==> src/adc_seq_params.svh <==
`ifndef ADC_SEQ_PARAMS_SVH
`define ADC_SEQ_PARAMS_SVH

// Register bus widths
`define ADDR_W 5
`define DATA_W 16

// Byte offsets
`define OFS_STATUS 5'h06
`define OFS_CMP_ENABLE 5'h08
`define OFS_IRQ_STATUS 5'h10
`define OFS_IRQ_MASK 5'h12
`define OFS_ENGINE 5'h14

// Sequence status field positions
`define BIT_SEQ_DONE 7
`define BIT_TRIG_OVR 5
`define BIT_RES_OVR 4
`define CNT_MSB 3
`define CNT_LSB 0

// Interrupt status / mask field positions
`define IRQ_SEQ_DONE 0
`define IRQ_TRIG_OVR 1
`define IRQ_RES_OVR 2
`define IRQ_W 3

// Widths and reset values
`define CNT_W 4
`define POS_N 16
`define RESULT_W 12
`define CNT_ZERO 4'h0
`define CNT_ONE 4'h1
`define CMP_RESET 16'h0000
`define IRQ_RESET 3'h0
`define RDATA_ZERO 16'h0000

`endif

==> src/adc_seq_pkg.sv <==
package adc_seq_pkg;

    typedef enum logic [1:0] {
        ST_IDLE = 2'b01,
        ST_RUN = 2'b10
    } seq_state_t;

    typedef logic [3:0] conv_index_t;

endpackage

==> src/adc_sequence_status_compare.sv <==
`timescale 1ns/1ns
`include "adc_seq_params.svh"
// Functional notes
// - Set sequence-done at each sequence end
// - Clear done on W1, start write, fast read
// - Edge mode: extra trigger while running sets overrun
// - Clear trigger overrun on W1 or control writes
// - Result write while done flag set: overrun
// - Clear result overrun on W1 or control writes
// - Four-bit counter indexes current result register
// - Non-FIFO: counter zeroed at sequence start, end
// - FIFO: counter keeps running, wraps at max
// - Abort or new start clears counter always
// - Status register writes never change counter bits
// - Sixteen compare enable bits, one per position
// - Compare enable write aborts running sequence
// - Successful compare signalled by conversion-done flag
// - Direction clear: lower-or-equal; set: strictly higher
// - Compare enabled: result discarded, not stored
module adc_sequence_status_compare (
    // Clock and reset
    input wire logic i_clk,
    input wire logic i_reset,
    // Register port
    input wire logic [`ADDR_W-1:0] i_addr,
    input wire logic [`DATA_W-1:0] i_wdata,
    input wire logic i_wr,
    input wire logic i_rd,
    output logic [`DATA_W-1:0] o_rdata,
    // Write and read strobes of neighbouring registers
    input wire logic i_ctl_write,
    input wire logic i_start_write,
    input wire logic i_operator_write,
    input wire logic i_result_read,
    // Mode bits held elsewhere
    input wire logic i_fifo_mode,
    input wire logic i_scan_mode,
    input wire logic i_trigger_level_select,
    input wire logic i_fast_flag_clear,
    // Conversion engine
    input wire logic i_trigger_edge,
    input wire logic i_conv_done,
    input wire logic i_conv_last,
    input wire logic [`RESULT_W-1:0] i_conv_result,
    input wire logic [`RESULT_W-1:0] i_compare_value,
    input wire logic [`POS_N-1:0] i_compare_higher_select,
    input wire logic [`POS_N-1:0] i_conversion_done_flag,
    // Result register and flag control
    output logic o_result_store,
    output adc_seq_pkg::conv_index_t o_result_index,
    output logic [`RESULT_W-1:0] o_result_data,
    output logic o_conversion_done_set,
    output logic o_abort,
    output logic o_running,
    // Interrupt
    output logic o_irq
);
    import adc_seq_pkg::*;

    function automatic logic hit(input logic [`ADDR_W-1:0] a, input logic [`ADDR_W-1:0] ofs);
        hit = (a == ofs);
    endfunction

    seq_state_t state_reg;
    seq_state_t state_next;
    logic sequence_done_flag;
    logic trigger_overrun_flag;
    logic result_overrun_flag;
    conv_index_t conversion_counter;
    logic [`POS_N-1:0] compare_enable_reg;
    logic [`IRQ_W-1:0] irq_status_reg;
    logic [`IRQ_W-1:0] irq_mask_reg;

    logic wr_status;
    logic wr_cmp;
    logic wr_irq_status;
    logic wr_irq_mask;
    logic abort_req;
    logic seq_start;
    logic seq_end;
    logic cmp_on;
    logic cmp_true;
    logic store_now;
    logic seq_done_set;
    logic trig_ovr_set;
    logic res_ovr_set;
    logic running;
    logic abort_running;
    logic conv_taken;
    logic cmp_hit_now;
    logic [`DATA_W-1:0] status_word;
    logic [`DATA_W-1:0] rdata_next;
    logic [`IRQ_W-1:0] irq_set;
    logic [`IRQ_W-1:0] irq_status_next;
    logic [`IRQ_W-1:0] irq_mask_next;

    // Address decode
    always_comb begin
        wr_status = 1'b0;
        wr_cmp = 1'b0;
        wr_irq_status = 1'b0;
        wr_irq_mask = 1'b0;
        if (i_wr && hit(i_addr, `OFS_STATUS)) begin
            wr_status = 1'b1;
        end else if (i_wr && hit(i_addr, `OFS_CMP_ENABLE)) begin
            wr_cmp = 1'b1;
        end else if (i_wr && hit(i_addr, `OFS_IRQ_STATUS)) begin
            wr_irq_status = 1'b1;
        end else if (i_wr && hit(i_addr, `OFS_IRQ_MASK)) begin
            wr_irq_mask = 1'b1;
        end
    end

    // Any control, compare enable or operator write aborts
    assign abort_req = i_ctl_write | wr_cmp | i_operator_write;
    // A start write begins a new sequence; the trigger starts one only when idle
    assign seq_start = i_start_write | (i_trigger_edge & (state_reg == ST_IDLE));
    assign seq_end = (state_reg == ST_RUN) & i_conv_done & i_conv_last & ~abort_req;

    // Compare on the position under the counter
    assign cmp_on = compare_enable_reg[conversion_counter];
    always_comb begin
        if (i_compare_higher_select[conversion_counter]) begin
            cmp_true = i_conv_result > i_compare_value;
        end else begin
            cmp_true = i_conv_result <= i_compare_value;
        end
    end
    assign running = (state_reg == ST_RUN);
    assign abort_running = abort_req & running;
    // An abort in the same cycle swallows the conversion
    assign conv_taken = running & i_conv_done & ~abort_req;
    // Compare value must already sit in the result register; nothing here checks it
    assign store_now = conv_taken & ~cmp_on;
    assign cmp_hit_now = conv_taken & cmp_on & cmp_true;

    // Sequence state
    always_comb begin
        state_next = state_reg;
        case (state_reg)
            ST_IDLE: begin
                if (seq_start && !abort_req) begin
                    state_next = ST_RUN;
                end
            end
            ST_RUN: begin
                if (abort_req) begin
                    state_next = ST_IDLE;
                end else if (seq_end && !i_scan_mode && !i_start_write) begin
                    // A start write in the last cycle begins the next sequence
                    state_next = ST_IDLE;
                end
            end
            default: begin
                state_next = ST_IDLE;
            end
        endcase
    end

    always_ff @(posedge i_clk or posedge i_reset) begin
        if (i_reset) begin
            state_reg <= ST_IDLE;
        end else begin
            state_reg <= state_next;
        end
    end

    // Flag set terms
    assign seq_done_set = seq_end;
    assign trig_ovr_set = (state_reg == ST_RUN) & i_trigger_edge & ~i_trigger_level_select;
    assign res_ovr_set = store_now & i_conversion_done_flag[conversion_counter];

    // Sequence-done flag; set wins over any clear
    always_ff @(posedge i_clk or posedge i_reset) begin
        if (i_reset) begin
            sequence_done_flag <= 1'b0;
        end else if (seq_done_set) begin
            sequence_done_flag <= 1'b1;
        end else if (i_start_write || (i_fast_flag_clear && i_result_read)) begin
            sequence_done_flag <= 1'b0;
        end else if (wr_status && i_wdata[`BIT_SEQ_DONE]) begin
            sequence_done_flag <= 1'b0;
        end
    end

    // Trigger overrun flag
    always_ff @(posedge i_clk or posedge i_reset) begin
        if (i_reset) begin
            trigger_overrun_flag <= 1'b0;
        end else if (trig_ovr_set) begin
            trigger_overrun_flag <= 1'b1;
        end else if (abort_req || i_start_write) begin
            trigger_overrun_flag <= 1'b0;
        end else if (wr_status && i_wdata[`BIT_TRIG_OVR]) begin
            trigger_overrun_flag <= 1'b0;
        end
    end

    // Result overrun flag
    always_ff @(posedge i_clk or posedge i_reset) begin
        if (i_reset) begin
            result_overrun_flag <= 1'b0;
        end else if (res_ovr_set) begin
            result_overrun_flag <= 1'b1;
        end else if (abort_req || i_start_write) begin
            result_overrun_flag <= 1'b0;
        end else if (wr_status && i_wdata[`BIT_RES_OVR]) begin
            result_overrun_flag <= 1'b0;
        end
    end

    // Conversion counter; the status write never reaches it
    always_ff @(posedge i_clk or posedge i_reset) begin
        if (i_reset) begin
            conversion_counter <= `CNT_ZERO;
        end else if (abort_req || seq_start) begin
            conversion_counter <= `CNT_ZERO;
        end else if (seq_end && !i_fifo_mode) begin
            conversion_counter <= `CNT_ZERO;
        end else if ((state_reg == ST_RUN) && i_conv_done) begin
            // Natural 4-bit overflow gives the wrap in FIFO mode
            conversion_counter <= conversion_counter + `CNT_ONE;
        end
    end

    // Compare enable register
    always_ff @(posedge i_clk or posedge i_reset) begin
        if (i_reset) begin
            compare_enable_reg <= `CMP_RESET;
        end else if (wr_cmp) begin
            compare_enable_reg <= i_wdata;
        end
    end

    // Result store strobe
    always_ff @(posedge i_clk or posedge i_reset) begin
        if (i_reset) begin
            o_result_store <= 1'b0;
        end else begin
            o_result_store <= store_now;
        end
    end

    // Result index, the counter value at the conversion
    always_ff @(posedge i_clk or posedge i_reset) begin
        if (i_reset) begin
            o_result_index <= `CNT_ZERO;
        end else begin
            o_result_index <= conversion_counter;
        end
    end

    // Result data; only meaningful beside the store strobe
    always_ff @(posedge i_clk or posedge i_reset) begin
        if (i_reset) begin
            o_result_data <= {`RESULT_W{1'b0}};
        end else begin
            o_result_data <= i_conv_result;
        end
    end

    // With compare on, the flag only marks a true comparison
    always_ff @(posedge i_clk or posedge i_reset) begin
        if (i_reset) begin
            o_conversion_done_set <= 1'b0;
        end else begin
            o_conversion_done_set <= store_now | cmp_hit_now;
        end
    end

    // Abort strobe only when a sequence was really running
    always_ff @(posedge i_clk or posedge i_reset) begin
        if (i_reset) begin
            o_abort <= 1'b0;
        end else begin
            o_abort <= abort_running;
        end
    end

    // Taken from the next state so it always matches the state register
    always_ff @(posedge i_clk or posedge i_reset) begin
        if (i_reset) begin
            o_running <= 1'b0;
        end else begin
            o_running <= (state_next == ST_RUN);
        end
    end

    // Interrupt status and mask
    always_comb begin
        irq_set = {`IRQ_W{1'b0}};
        irq_set[`IRQ_SEQ_DONE] = seq_done_set;
        irq_set[`IRQ_TRIG_OVR] = trig_ovr_set;
        irq_set[`IRQ_RES_OVR] = res_ovr_set;
        irq_status_next = irq_status_reg;
        if (wr_irq_status) begin
            irq_status_next = irq_status_reg & ~i_wdata[`IRQ_W-1:0];
        end
        // Set after clear so a coincident event is kept
        irq_status_next = irq_status_next | irq_set;
        irq_mask_next = irq_mask_reg;
        if (wr_irq_mask) begin
            irq_mask_next = i_wdata[`IRQ_W-1:0];
        end
    end

    // Event bits; a set in the clearing cycle wins
    always_ff @(posedge i_clk or posedge i_reset) begin
        if (i_reset) begin
            irq_status_reg <= `IRQ_RESET;
        end else begin
            irq_status_reg <= irq_status_next;
        end
    end

    // Mask, plain read-write
    always_ff @(posedge i_clk or posedge i_reset) begin
        if (i_reset) begin
            irq_mask_reg <= `IRQ_RESET;
        end else begin
            irq_mask_reg <= irq_mask_next;
        end
    end

    // Registered from next values so the line tracks status without lag
    always_ff @(posedge i_clk or posedge i_reset) begin
        if (i_reset) begin
            o_irq <= 1'b0;
        end else begin
            o_irq <= |(irq_status_next & irq_mask_next);
        end
    end

    // Status byte; the counter bits ignore writes
    always_comb begin
        status_word = `RDATA_ZERO;
        status_word[`BIT_SEQ_DONE] = sequence_done_flag;
        status_word[`BIT_TRIG_OVR] = trigger_overrun_flag;
        status_word[`BIT_RES_OVR] = result_overrun_flag;
        status_word[`CNT_MSB:`CNT_LSB] = conversion_counter;
    end

    // Read mux; unmapped addresses and idle cycles read zero
    always_comb begin
        rdata_next = `RDATA_ZERO;
        if (!i_rd) begin
            rdata_next = `RDATA_ZERO;
        end else if (hit(i_addr, `OFS_STATUS)) begin
            rdata_next = status_word;
        end else if (hit(i_addr, `OFS_CMP_ENABLE)) begin
            rdata_next = compare_enable_reg;
        end else if (hit(i_addr, `OFS_IRQ_STATUS)) begin
            rdata_next = {{(`DATA_W-`IRQ_W){1'b0}}, irq_status_reg};
        end else if (hit(i_addr, `OFS_IRQ_MASK)) begin
            rdata_next = {{(`DATA_W-`IRQ_W){1'b0}}, irq_mask_reg};
        end else if (hit(i_addr, `OFS_ENGINE)) begin
            rdata_next = {{(`DATA_W-1){1'b0}}, running};
        end
    end

    // Read data, one cycle after the strobe and only then
    always_ff @(posedge i_clk or posedge i_reset) begin
        if (i_reset) begin
            o_rdata <= `RDATA_ZERO;
        end else begin
            o_rdata <= rdata_next;
        end
    end

endmodule

==> config.mk <==
export PLATFORM = sky130hd
export DESIGN_NAME = adc_sequence_status_compare
export DESIGN_NICKNAME = d
export VERILOG_FILES = /design/src/adc_seq_pkg.sv /design/src/adc_sequence_status_compare.sv
export VERILOG_INCLUDE_DIRS = /design/src
export SDC_FILE = /design/constraint.sdc
export NUM_CORES = 1
export LEC_CHECK = 0
export BUFFER_PORTS_ARGS = -buffer_cell sky130_fd_sc_hd__buf_2
export CAP_MARGIN = 20
export CORE_MARGIN = 4
export CORE_UTILIZATION = 52
export CTS_CLUSTER_DIAMETER = 150
export DETAILED_ROUTE_END_ITERATION = 10
export PLACE_DENSITY = 0.83
export SYNTH_ARGS = -nofsm -noshare
export SYNTH_HDL_FRONTEND = slang
export SYNTH_SLANG_ARGS = --single-unit
==> constraint.sdc <==
create_clock -name i_clk -period 3.6 [get_ports i_clk]
set_clock_uncertainty 0.05 [all_clocks]
set_input_delay 0.9 -clock i_clk [delete_from_list [all_inputs] [get_ports i_clk]]
set_output_delay 0.9 -clock i_clk [all_outputs]
set_load 0.05 [all_outputs]
# [Word-level counts from Yosys, hierarchy flattened]
# Index checks and enable logic that the tools add are counted.
[totals] register_bits=68 in_bits=92
[classes] addsub=1 muxes=41 reduce_logical=25 magnitude_cmp=3 n_eq_ne=8 bitwise_logic=23
[op_table] cell="$mux W16" count=3
[op_table] cell="$mux W1" count=24
[op_table] cell="$eq A5 B5 Y1 const B" count=3
[op_table] cell="$logic_and A1 B1 Y1" count=13
[op_table] cell="$and A1 B1 Y1" count=12
[op_table] cell="$bmux W1 S4" count=3
[op_table] cell="$gt A12 B12 Y1" count=1
[op_table] cell="$le A12 B12 Y1" count=1
[op_table] cell="$mux W3" count=4
[op_table] cell="$mux W4" count=3
[op_table] cell="$reduce_bool A3 Y1" count=4
[op_table] cell="$and A3 B3 Y3" count=2
[op_table] cell="$mux W2" count=3
[op_table] cell="$eq A5 B3 Y1 const B" count=1
[op_table] cell="$eq A5 B4 Y1 const B" count=1
[op_table] cell="$lt A4 B5 Y1 const B" count=1
[op_table] cell="$add A4 B1 Y4 const B" count=1
[op_table] cell="$eq A2 B2 Y1 const B" count=2
[op_table] cell="$logic_not A1 Y1" count=4
[op_table] cell="$or A1 B1 Y1" count=4
[op_table] cell="$pmux W2 S2" count=1
[op_table] cell="$logic_or A1 B1 Y1" count=3
[op_table] cell="$not A1 Y1" count=3
[op_table] cell="$not A3 Y3" count=1
[op_table] cell="other kinds (3)" count=3

# [Logic depth before layout (Yosys ltp)]
# Gate-level depths: netlist of run 1.
[logic_depth] ltp_word=14 ltp_mapped=9 depth_no_buf=8

# [Worst setup path after synthesis of run 1]
# Ideal clock, no wire load.
[synth_timing] path_type="input to register" startpoint="in i_addr[1]" endpoint="reg o_irq" path_stages=6 slack_ns=0.848 required_time_ns=3.424 arrival_ns=2.576 setup_time_ns=0.126 cell_sequence="or3_4 > o41ai_1 > or3_1 > nand2b_4 > nand2_4 > a221o_1"
[synth_between] elab_chain_len=13
[synth_rtl] element="start, declared" line="adc_sequence_status_compare.sv:25" rtl="input wire logic [`ADDR_W-1:0] i_addr,"
[synth_rtl] element="$eq A5 B4 Y1" line="adc_sequence_status_compare.sv:61" rtl="hit = (a == ofs);"
[synth_rtl] element="$logic_and A1 B1 Y1" line="adc_sequence_status_compare.sv:105" rtl="end else if (i_wr && hit(i_addr, `OFS_CMP_ENABLE)) begin"
[synth_rtl] element="$mux W1" line="adc_sequence_status_compare.sv:105"
[synth_rtl] element="$mux W1" line="adc_sequence_status_compare.sv:103" rtl="if (i_wr && hit(i_addr, `OFS_STATUS)) begin"
[synth_rtl] element="$or A1 B1 Y1 (2 in series)" line="adc_sequence_status_compare.sv:115" rtl="assign abort_req = i_ctl_write | wr_cmp | i_operator_write;"
[synth_rtl] element="$not A1 Y1" line="adc_sequence_status_compare.sv:132" rtl="assign conv_taken = running & i_conv_done & ~abort_req;"
[synth_rtl] element="$and A1 B1 Y1" line="adc_sequence_status_compare.sv:132"
[synth_rtl] element="$and A1 B1 Y1" line="adc_sequence_status_compare.sv:134" rtl="assign store_now = conv_taken & ~cmp_on;"
[synth_rtl] element="$and A1 B1 Y1" line="adc_sequence_status_compare.sv:171" rtl="assign res_ovr_set = store_now & i_conversion_done_flag[conversion_counter];"
[synth_rtl] element="$or A3 B3 Y3 *" line="adc_sequence_status_compare.sv:300" rtl="irq_status_next = irq_status_next | irq_set;"
[synth_rtl] element="named net irq_status_next[2]" line="adc_sequence_status_compare.sv:94" rtl="logic [`IRQ_W-1:0] irq_status_next;"
[synth_rtl] element="$and A3 B3 Y3 *" line="adc_sequence_status_compare.sv:330" rtl="o_irq <= |(irq_status_next & irq_mask_next);"
[synth_rtl] element="$reduce_or A3 Y1 *" line="adc_sequence_status_compare.sv:330"
[synth_rtl] element="end signal, assigned" line="adc_sequence_status_compare.sv:330"
[synth_rtl] element="end, declared" line="adc_sequence_status_compare.sv:56" rtl="output logic o_irq"
# The timed path passes the listed nets; every way through them passes the cells marked *.
# A chain may end at the register's enable or synchronous reset.

# [Worst setup path after layout of run 1]
# Same ends and word-level chain as after synthesis.

==> impl_results.md, run 1 <==
- Status: completed
- Area occupied by multi-input gates: 0.001443 mm²
- Via count: 2671
- Share of cells above drive strength 1: 46.04%
- Net Sw Frac: 27.85%
- Total GRT Usage: 22.62%
- Starting DRT DRC Count: 155
- Crit path max fanout: 6
- Top post-synthesis cells by count: 67 x dfrtp_1, 23 x inv_1, 17 x mux2_2
- DRC Markers: 0
- Simple-gate share of the synthesized area: 11.68%
- Leakage: 2.234 nW
- IO Count: 129
- Die span in x: 87.39 µm
- Drt first pass iters: 4
- Largest net degree at the start of global routing: 48
- Setup TNS: 0 ns
- Die Area: 0.007636 mm²
- Vias per cell: 5.576
- RSZ-0062 raised after global routing: no
- Critical Path Source Type: input port
- Final slew viol count: 0
- Yosys top cell by area: dfrtp_1
- Mux cell area share after synthesis: 16.72%
- Fmax: 380.8 MHz
- Post-synth top area share: 51.16%
- Routability Congestion: 0.8239
- Post-layout util: 70.31%
- Part of the power in the clock network: 35.6%
- Reg area: 0.001703 mm²
- Routed wire length: 8180 µm
- Final Hold Viols: 0
- XOR/XNOR Fraction of Synth Area: 1.069%
- Post-DP HPWL: 6308 µm
- GR Layer Usage met1: 27.58%
- Most frequent cell after synthesis: dfrtp_1
- Core area: 0.006026 mm²
- Average instance area after synthesis: 12.46 µm²
- Clk_lat worst skew: 0.33 ns
- Global route total overflow: 0
- Internal power: 1.420 mW
- Distinct cells, synth: 48
- Worst-path cell chain: buf_2 -> or3_4 -> nor3b_1 -> nand2_1 -> o21ai_0 -> nand2_4 -> a221o_1
- Met2 usage: 39.52%
- Die Y: 87.39 µm
- Synth Flop Type: dfrtp_1
- Htree depth: 3
- Sequential area share after synthesis: 51.97%
- Post_cts resized: 0
- Antenna Nets Post-Route: 0
- Share of flip-flops with an asynchronous set or reset: 100.0%
- Area Growth Syn to Fin: 29.29%
- Comb pwr share: 18.7%
- NumNets Final: 506
- Worst endpoint required time: 3.77 ns
- Largest cells by area after synthesis: dfrtp_1 51%, mux4_2 6.9%, mux2_2 5.8%
- Bufs on Longest Clock Path: 2
- Register share of total power: 45.7%
- CP Buf/Inv Count: 1
- Max stage delay cell, worst path: nor3b_1
- Synthesized instance count: 263
- Root buf cell: clkbuf_8
- Clock transition at the registers of the reported paths: 0.07 ns
- Post-CTS Setup Bufs: 0
- Crit path kind: input port to flop
- Syn Std Cell Area: 0.003277 mm²
- Ys Warns: 0
- Initial Utilization: 54.38%
- Post-synthesis compound-gate area fraction: 8.820%
- Most Crowded Layer GR: met2
- Drt wl/cell: 17.08 µm
- Grt met3 use: 4.541%
- FF+latch count, synth: 68
- Max VDD drop: 0.0003326 V
- Period utilization: 72.95%
- Slew @ Worst Pin: 0.9298 ns
- Largest family of logic cells by synthesized area: multiplexers
- Maxcap violations: 0
- First-pass GRT wire length: 13130 µm
- Fill cells: 467
- Net switching power: 0.5481 mW
- Pwr dens: 464.5 mW/mm²
- Post-Synth Adder-Cell Area: 5.727%
- Worst path arrival time: 2.79 ns
- Crit path largest cell delay: 0.58 ns
- Relative slew slack: 37.92%
- Antenna violations before repair: 0
- CP delay by family, top: simple AND/OR/NAND/NOR gates
- Setup crit end kind: flop
- Number of hold buffers added after cts: 0
- Final setup vio count: 0
- CTS tree: built
- Number of synthesized flops with an enable pin: 0
- I/O Buffers: 128
- CTS buffer count: 9
- Site row count: 28
- Min Clock Period, post-route: 2.626 ns
- Tightest Hold Check Type: flop to flop
- Clock Sinks: 68
- Post-synthesis net count: 370
- Number of global-route vias before repair: 2727
- ANT cells: 0
per-stage QoR:
step	setup slack (ns)	cells	hold slack (ns)	total power [mW]	area, µm²
floorplan	0.8483	263	0.3020	1.146	3277
global placement	0.6787	463	0.4297	1.259	4011
CTS	1.003	479	0.4634	1.981	4237
detailed placement	0.6539	463	0.4463	1.281	4011
finish	0.9737	479	0.4607	1.968	4237
global route	0.7900	479	0.4829	2.065	4237
area by class of cell:
class | count | share of cell area [%]
clock buffer | 10 | 3.249
clock inverter | 6 | 2.067
inverter | 23 | 2.038
multi-input combinational | 163 | 34.05
sequential | 68 | 40.19
tap | 75 | 2.215
timing repair buffer | 134 | 16.18
cells by family (layout without fill, tap and decap cells):
logic type / after synthesis / count (layout)
AOI/OAI and AO/OA: 43 / 43
xor gates and xnor gates: 4 / 4
adders and majority gates: 15 / 15
buffers and inverters: 32 / 173
DFF: 68 / 68
muxes: 32 / 32
and+or+nand+nor: 69 / 69
worst register-to-register path: stages (launching register included):
cell and delay, ns:
dfrtp_1 0.53, buf_4 0.29, mux4_1 0.59, mux4_2 0.50, nand2b_4 0.11, nand2_4 0.05, a221o_1 0.32
power by group through the flow:
stage	registers, mW	clock network, mW	logic (mW)
6_report	0.899	0.700	0.369
5_1_grt	0.906	0.750	0.410
4_1_cts	0.899	0.710	0.372
3_5_place_dp	0.913	0	0.368
3_3_place_gp	0.906	0	0.353
2_1_floorplan	0.955	0	0.192
cells in the final DEF, fill, tap and decap left out, types with 3 or more instances in the layout:
| master | count |
|---|---|
| nor2b_1 | 7 |
| clkbuf_8 | 10 |
| xor2_1 | 3 |
| mux4_2 | 10 |
| buf_4 | 6 |
| nand2_1 | 15 |
| dfrtp_1 | 67 |
| a21oi_1 | 11 |
| mux2_2 | 17 |
| inv_1 | 22 |
| nand3_1 | 10 |
| nand4_1 | 3 |
| ha_1 | 15 |
| o21ai_0 | 5 |
| and3_1 | 9 |
| mux4_1 | 5 |
| a22oi_1 | 9 |
| buf_2 | 128 |
| a21boi_0 | 3 |
| nor2_1 | 10 |
routing by layer:
metal	share of wire [%]	vias up
met5	0	-
met4	1.8	0
met3	8.2	16
met2	51	121
met1	39	1299
li1	-	1235
path summary, 6_finish.rpt:
| kind | from | end | depth (start not counted) | slack, ns |
|---|---|---|---|---|
| min in group asynchronous | i_reset | o_rdata[7]$_DFF_PP0_ | 2 | 0.72 |
| setup reg to reg | conversion_counter[0]$_DFFE_PP0P_ | o_irq$_DFF_PP0_ | 6 | 1.04 |
| hold reg to reg | irq_status_reg[0]$_DFF_PP0_ | irq_status_reg[0]$_DFF_PP0_ | 2 | 0.46 |
| max in group asynchronous | i_reset | o_result_data[0]$_DFF_PP0_ | 3 | 2.06 |
| hold / removal | irq_status_reg[0]$_DFF_PP0_ | irq_status_reg[0]$_DFF_PP0_ | 2 | 0.46 |
| setup / recovery | i_addr[1] | o_irq$_DFF_PP0_ | 7 | 0.97 |
(Power assumes the default switching activity.)
==> run 2: changes to the inputs <==
--- a/config.mk
+++ b/config.mk
@@ -6,13 +6,14 @@
 export SDC_FILE = /design/constraint.sdc
 export NUM_CORES = 1
 export LEC_CHECK = 0
+export ABC_AREA = 1
 export BUFFER_PORTS_ARGS = -buffer_cell sky130_fd_sc_hd__buf_2
 export CAP_MARGIN = 20
 export CORE_MARGIN = 4
-export CORE_UTILIZATION = 52
+export CORE_UTILIZATION = 49
 export CTS_CLUSTER_DIAMETER = 150
 export DETAILED_ROUTE_END_ITERATION = 10
-export PLACE_DENSITY = 0.83
+export PLACE_DENSITY = 0.78
 export SYNTH_ARGS = -nofsm -noshare
 export SYNTH_HDL_FRONTEND = slang
 export SYNTH_SLANG_ARGS = --single-unit
==> constraint.sdc (replaced) <==
create_clock -name i_clk -period 2.64 [get_ports i_clk]
set_clock_uncertainty 0.05 [all_clocks]
set_input_delay 0.66 -clock i_clk [delete_from_list [all_inputs] [get_ports i_clk]]
set_output_delay 0.66 -clock i_clk [all_outputs]
set_load 0.05 [all_outputs]
==> run 2 against run 1 <==
Net effect: global-route usage about the same; via count increased by 24%; final cell count increased by 32%; highest routed layer unchanged; critical endpoint unchanged; die area increased by 8.9%.
==> impl_results.md, run 2 <==
- Number of hold buffers added after cts: 0
- Bufs on Longest Clock Path: 2
- Number of global-route vias before repair: 3260
- Setup crit end kind: flop
- Reg area: 0.001703 mm²
- Routed met3 length: 707 µm
- Most frequent cells in the layout: 128 x buf_2, 120 x nand2_1, 67 x dfrtp_1
- Crit path largest cell delay: 0.68 ns
- Die span in x: 91.20 µm
- Clock transition at the registers of the reported paths: 0.07 ns
- Slew @ Worst Pin: 0.5407 ns
- RSZ-0062 raised after global routing: no
- I/O Buffers: 128
- Htree depth: 3
- Met1 Wirelength: 3458 µm
- Share of cells above drive strength 1: 29.22%
- Worst path arrival time: 2.19 ns
- Critical Path Source Type: flop
- Final slew viol count: 0
- CP Buf/Inv Count: 1
- Final worst setup slack: 0.6815 ns
- Maxcap violations: 0
- Min Clock Period, post-route: 1.958 ns
- Average instance area after synthesis: 8.154 µm²
- Core area: 0.006756 mm²
- Post_cts resized: 0
- Synthesized instance count: 416
- Via count: 3308
- Distinct cells, synth: 36
- Crit. Startpoint: conversion_counter[1]$_DFFE_PP0P_
- Drt wl/cell: 14.30 µm
- Pre-CTS setup slack: 0.5723 ns
- Final setup vio count: 0
- Status: completed
- Post-layout util: 63.33%
- Initial Utilization: 50.20%
- Clk_lat worst skew: 0.34 ns
- Routability Congestion: 0.9348
- CP delay by family, top: flip-flops
- Max VDD drop: 0.0002954 V
- First-pass GRT wire length: 15040 µm
- Top post-synthesis cells by count: 120 x nand2_1, 67 x dfrtp_1, 52 x inv_1
- Fmax: 510.6 MHz
- Root buf cell: clkbuf_8
- CTS buffer count: 9
- Placed inst area: 0.004113 mm²
- Worst-path cell chain: inv_1 -> nand3_1 -> nand3_1 -> nand3_1 -> nand3_1 -> o21bai_2 -> nand2_1 -> nand2_1
- Most frequent cell after synthesis: nand2_1
- Drt first pass iters: 5
- Die Area: 0.008317 mm²
- Worst-case hold slack: 0.3005 ns
- Post-synth top area share: 49.43%
- Final Hold Viols: 0
- Fill cells: 614
- Starting DRT DRC Count: 230
- Relative slew slack: 63.96%
- Post-route cell area: 0.004279 mm²
- Cells on worst reg2reg path: 8
- Sequential area share after synthesis: 50.20%
- Area Growth Syn to Fin: 26.15%
- Antenna violations before repair: 0
- Ys Warns: 0
- Highest routed layer: met4
- FF+latch count, synth: 68
- Setup TNS: 0 ns
- DRC Markers: 0
- DR WL met2: 4622 µm
- Vias per cell: 5.242
- Share of flip-flops with an asynchronous set or reset: 100.0%
- Most common cell after layout, fill and taps aside: buf_2
- Post-synthesis net count: 523
- Critical Path Most Common Cell: nand3_1
- Synth Flop Type: dfrtp_1
- Pwr dens: 585.6 mW/mm²
- Post-CTS Setup Bufs: 0
- Syn Std Cell Area: 0.003392 mm²
- Global route total overflow: 0
- Yosys top cell by area: dfrtp_1
- Number of synthesized flops with an enable pin: 0
- IO Count: 129
- Fin cells: 631
- Leakage: 2.365 nW
- Antenna Nets Post-Route: 0
- Worst endpoint required time: 2.87 ns
- Largest net degree at the start of global routing: 37
- Max stage delay cell, worst path: dfrtp_1
- Reg-to-Reg Start: conversion_counter[1]$_DFFE_PP0P_
- Die Y: 91.20 µm
- Crit path max fanout: 17
- Total GRT Usage: 22.62%
- Clock Sinks: 68
- ANT cells: 0
- CTS tree: built
- Post-DP HPWL: 7130 µm
- Crit path kind: flop to flop
- Placed Cells: 616
- Largest cells by area after synthesis: dfrtp_1 49%, nand2_1 13%, nand3_1 7.1%
- NumNets Final: 654
- Worst R2R End: o_irq$_DFF_PP0_
- Site row count: 30
- Area occupied by multi-input gates: 0.001415 mm²
- Routed wire length: 9025 µm
- R2R Setup Slk: 0.68 ns
- Period utilization: 74.19%
- Overall power: 2.506 mW
- Tightest Hold Check Type: input port to async pin
==> run 2: worst max path at each step <==
stage | end | slack (ns) | cells after the start
2_1_floorplan | compare_enable_reg[0]$_DFFE_PP0P_ | 0.22 | 1
3_3_place_gp | o_rdata[0]$_DFF_PP0_ | 0.57 | 7
3_5_place_dp | o_rdata[0]$_DFF_PP0_ | 0.57 | 7
4_1_cts | o_irq$_DFF_PP0_ | 0.69 | 8
5_1_grt | o_irq$_DFF_PP0_ | 0.45 | 8
6_report | o_irq$_DFF_PP0_ | 0.68 | 8
==> run 2: power by group <==
part	switching, mW	internal (mW)
logic	0.361	0.188
clock network	0.376	0.356
registers	0.0582	1.17
total	0.795	1.71
==> run 2: metal layers <==
metal,vias to the layer above,GRT usage (%)
met3,23,5.965
li1,1600,-
met5,-,0
met2,143,38.01
met1,1542,26.90
met4,0,10.80
==> run 2: cell type report <==
type / count / area share, %
multi-input cells: 280 / 33.07
flip-flops and latches: 68 / 39.80
clock buffers: 10 / 3.216
clock inverters: 5 / 0.6725
repair buffers: 132 / 15.96
inverters: 56 / 4.942
well taps: 80 / 2.339
==> run 2: cells by family (layout without fill, tap and decap cells) <==
group / Yosys count / count (layout) / share of synthesized area [%]
mux: 1 / 1 / 0.3320
buf+inv: 68 / 203 / 8.078
xor+xnor: 2 / 2 / 0.5165
fa+ha+maj: 15 / 15 / 5.533
simple gates: 208 / 208 / 26.19
compound gates: 54 / 54 / 9.148
flops: 68 / 68 / 50.20
==> run 2: worst reg2reg max path: stages, from the launching register on <==
cell and delay (ns):
dfrtp_1 0.68, inv_1 0.34, nand3_1 0.18, nand3_1 0.08
nand3_1 0.10, nand3_1 0.17, o21bai_2 0.19, nand2_1 0.07
nand2_1 0.05
==> run 3: changes to the inputs <==
--- a/config.mk
+++ b/config.mk
@@ -6,14 +6,14 @@
 export SDC_FILE = /design/constraint.sdc
 export NUM_CORES = 1
 export LEC_CHECK = 0
-export ABC_AREA = 1
+export ABC_AREA = 0
 export BUFFER_PORTS_ARGS = -buffer_cell sky130_fd_sc_hd__buf_2
 export CAP_MARGIN = 20
 export CORE_MARGIN = 4
-export CORE_UTILIZATION = 49
+export CORE_UTILIZATION = 44
 export CTS_CLUSTER_DIAMETER = 150
 export DETAILED_ROUTE_END_ITERATION = 10
-export PLACE_DENSITY = 0.78
+export PLACE_DENSITY = 0.74
 export SYNTH_ARGS = -nofsm -noshare
 export SYNTH_HDL_FRONTEND = slang
 export SYNTH_SLANG_ARGS = --single-unit
==> constraint.sdc (replaced) <==
create_clock -name i_clk -period 1.7 [get_ports i_clk]
set_clock_uncertainty 0.05 [all_clocks]
set_input_delay 0.425 -clock i_clk [delete_from_list [all_inputs] [get_ports i_clk]]
set_output_delay 0.425 -clock i_clk [all_outputs]
set_load 0.05 [all_outputs]
==> run 3 against run 2 <==
Net effect: the flow now finishes with violations (negative setup slack); sequential power up 56%; first-iteration DRC count down 38%; die area is 6.9% higher.
==> impl_results.md, run 3 (same netlist as run 1, synthesis figures left out) <==
- Fill cells: 559
- I/O Buffers: 128
- Antenna Nets Post-Route: 0
- Placed inst area: 0.004487 mm²
- CTS tree: built
- Net Sw Frac: 28.00%
- Maxcap violations: 0
- Die Y: 94.30 µm
- Area Growth Syn to Fin: 48.80%
- Root buf cell: clkbuf_8
- Post-DP HPWL: 7249 µm
- Final Hold Viols: 0
- Overall power: 4.587 mW
- Min Clock Period, post-route: 2.325 ns
- Routed wire length: 9364 µm
- Final slew viol count: 0
- Worst endpoint required time: 1.94 ns
- Slew @ Worst Pin: 0.4911 ns
- Fmax: 430.1 MHz
- Number of global-route vias before repair: 3018
- CP Buf/Inv Count: 1
- Die Area: 0.008892 mm²
- Starting DRT DRC Count: 142
- Register share of total power: 41.5%
- Critical Path Source Type: flop
- Post-route cell area: 0.004876 mm²
- Most frequent cells in the layout: 126 x buf_2, 67 x dfrtp_1, 54 x buf_4
- Worst-case hold slack: 0.04855 ns
- Relative slew slack: 67.19%
- Clock transition at the registers of the reported paths: 0.07 ns
- Die span in x: 94.30 µm
- Worst path arrival time: 2.56 ns
- Routability Congestion: 0.9068
- Area occupied by multi-input gates: 0.001588 mm²
- Largest net degree at the start of global routing: 23
- Crit path kind: flop to flop
- Antenna violations before repair: 0
- Max stage delay cell, worst path: mux4_2
- Crit path largest cell delay: 0.50 ns
- Clk_lat worst skew: 0.35 ns
- Setup crit end kind: flop
- Share of cells above drive strength 1: 57.11%
- Status: finished, violations left
- Tightest Hold Check Type: input port to async pin
- Core area: 0.007253 mm²
- Htree depth: 3
- Period utilization: 136.8%
- Internal power: 3.303 mW
- Initial Utilization: 45.18%
- Critical Path Most Common Cell: mux4_2
- Part of the power in the clock network: 34.5%
- Max VDD drop: 0.0004031 V
- Failing checks: negative setup slack
- Pwr dens: 940.8 mW/mm²
- ANT cells: 0
- Via count: 2877
- Clock Sinks: 68
- Global route total overflow: 0
- CP delay by family, top: multiplexers
- First-pass GRT wire length: 14630 µm
- DRC Markers: 0
- Worst-path cell chain: buf_6 -> mux4_2 -> mux4_2 -> or3_4 -> nand2b_4 -> nand2_4 -> a221o_1
- Crit path max fanout: 5
- IO Count: 129
- CTS buffer count: 9
- Leakage: 2.514 nW
- Drt wl/cell: 16.84 µm
- Vias per cell: 5.174
- Comb pwr share: 24.0%
- Final worst setup slack: -0.6253 ns
- Bufs on Longest Clock Path: 2
- RSZ-0062 raised after global routing: yes
- Final setup vio count: 7
- Reg area: 0.001703 mm²
- Net switching power: 1.284 mW
- Total GRT Usage: 21.91%
- Most common cell after layout, fill and taps aside: buf_2
- Site row count: 31
- NumNets Final: 559
- Drt first pass iters: 4
-- run 3: layout make-up --
cell class / instances / share of cell area [%]
Sequential cell: 68 / 34.92
Clock buffer: 9 / 2.540
Clock inverter: 7 / 2.361
Tap cell: 99 / 2.540
Inverter: 23 / 1.848
Multi-Input combinational cell: 163 / 32.56
Timing Repair Buffer: 187 / 23.22
-- run 3: power groups by stage --
stage	clock (mW)	combinational, mW	sequential [mW]
after floorplan	0	0.424	2.02
after global placement	0	0.940	1.92
after detailed placement	0	0.974	1.92
after CTS	1.61	1.03	1.90
after global routing	1.69	1.18	1.92
final	1.58	1.10	1.90
-- run 3: worst reg2reg max path, delay by kind of cell, from the launching register on --
family / cells / cell delay (ns)
AO/OA/AOI/OAI: 1 / 0.13
buffers and inverters: 1 / 0.14
flip-flops: 1 / 0.38
multiplexers: 2 / 0.99
AND/OR/NAND/NOR: 3 / 0.58
-- run 3: metal layers --
metal	global-route usage (%)	vias up	wire length, µm
met5	0	-	0
met4	7.942	0	182
met3	5.609	16	763
met2	37.47	117	4780
met1	26.79	1403	3637
li1	-	1341	-
-- run 3: timing repair --
item	in CTS	in global routing
pin swaps	2	6
hold buffers	0	0
resized for setup	14	17
setup buffers	2	2
endpoints found under the setup margin	8	9
-- run 3: worst paths after layout --
path / start / to / slack [ns] / depth (start not counted)
max: conversion_counter[0]$_DFFE_PP0P_ / o_irq$_DFF_PP0_ / -0.63 / 7
min: i_reset / compare_enable_reg[14]$_DFFE_PP0P_ / 0.05 / 2
max reg2reg: conversion_counter[0]$_DFFE_PP0P_ / o_irq$_DFF_PP0_ / -0.63 / 7
min reg2reg: result_overrun_flag$_DFFE_PP0P_ / result_overrun_flag$_DFFE_PP0P_ / 0.47 / 2
max in group asynchronous: i_reset / o_result_data[9]$_DFF_PP0_ / 0.99 / 3
min in group i_clk: i_conv_result[1] / o_result_data[1]$_DFF_PP0_ / 0.14 / 1
-- run 3: metrics by stage --
step	setup slack (ns)	TNS [ns]	instances	utilization (%)
final	-0.6253	-2.589	556	67.22
after global routing	-0.6639	-2.851	556	67.22
after CTS	-0.6274	-2.538	554	65.83
after detailed placement	-0.6506	-13.98	536	61.86
after global placement	-0.5947	-13.18	536	61.86
after floorplan	-0.5469	-4.346	263	-
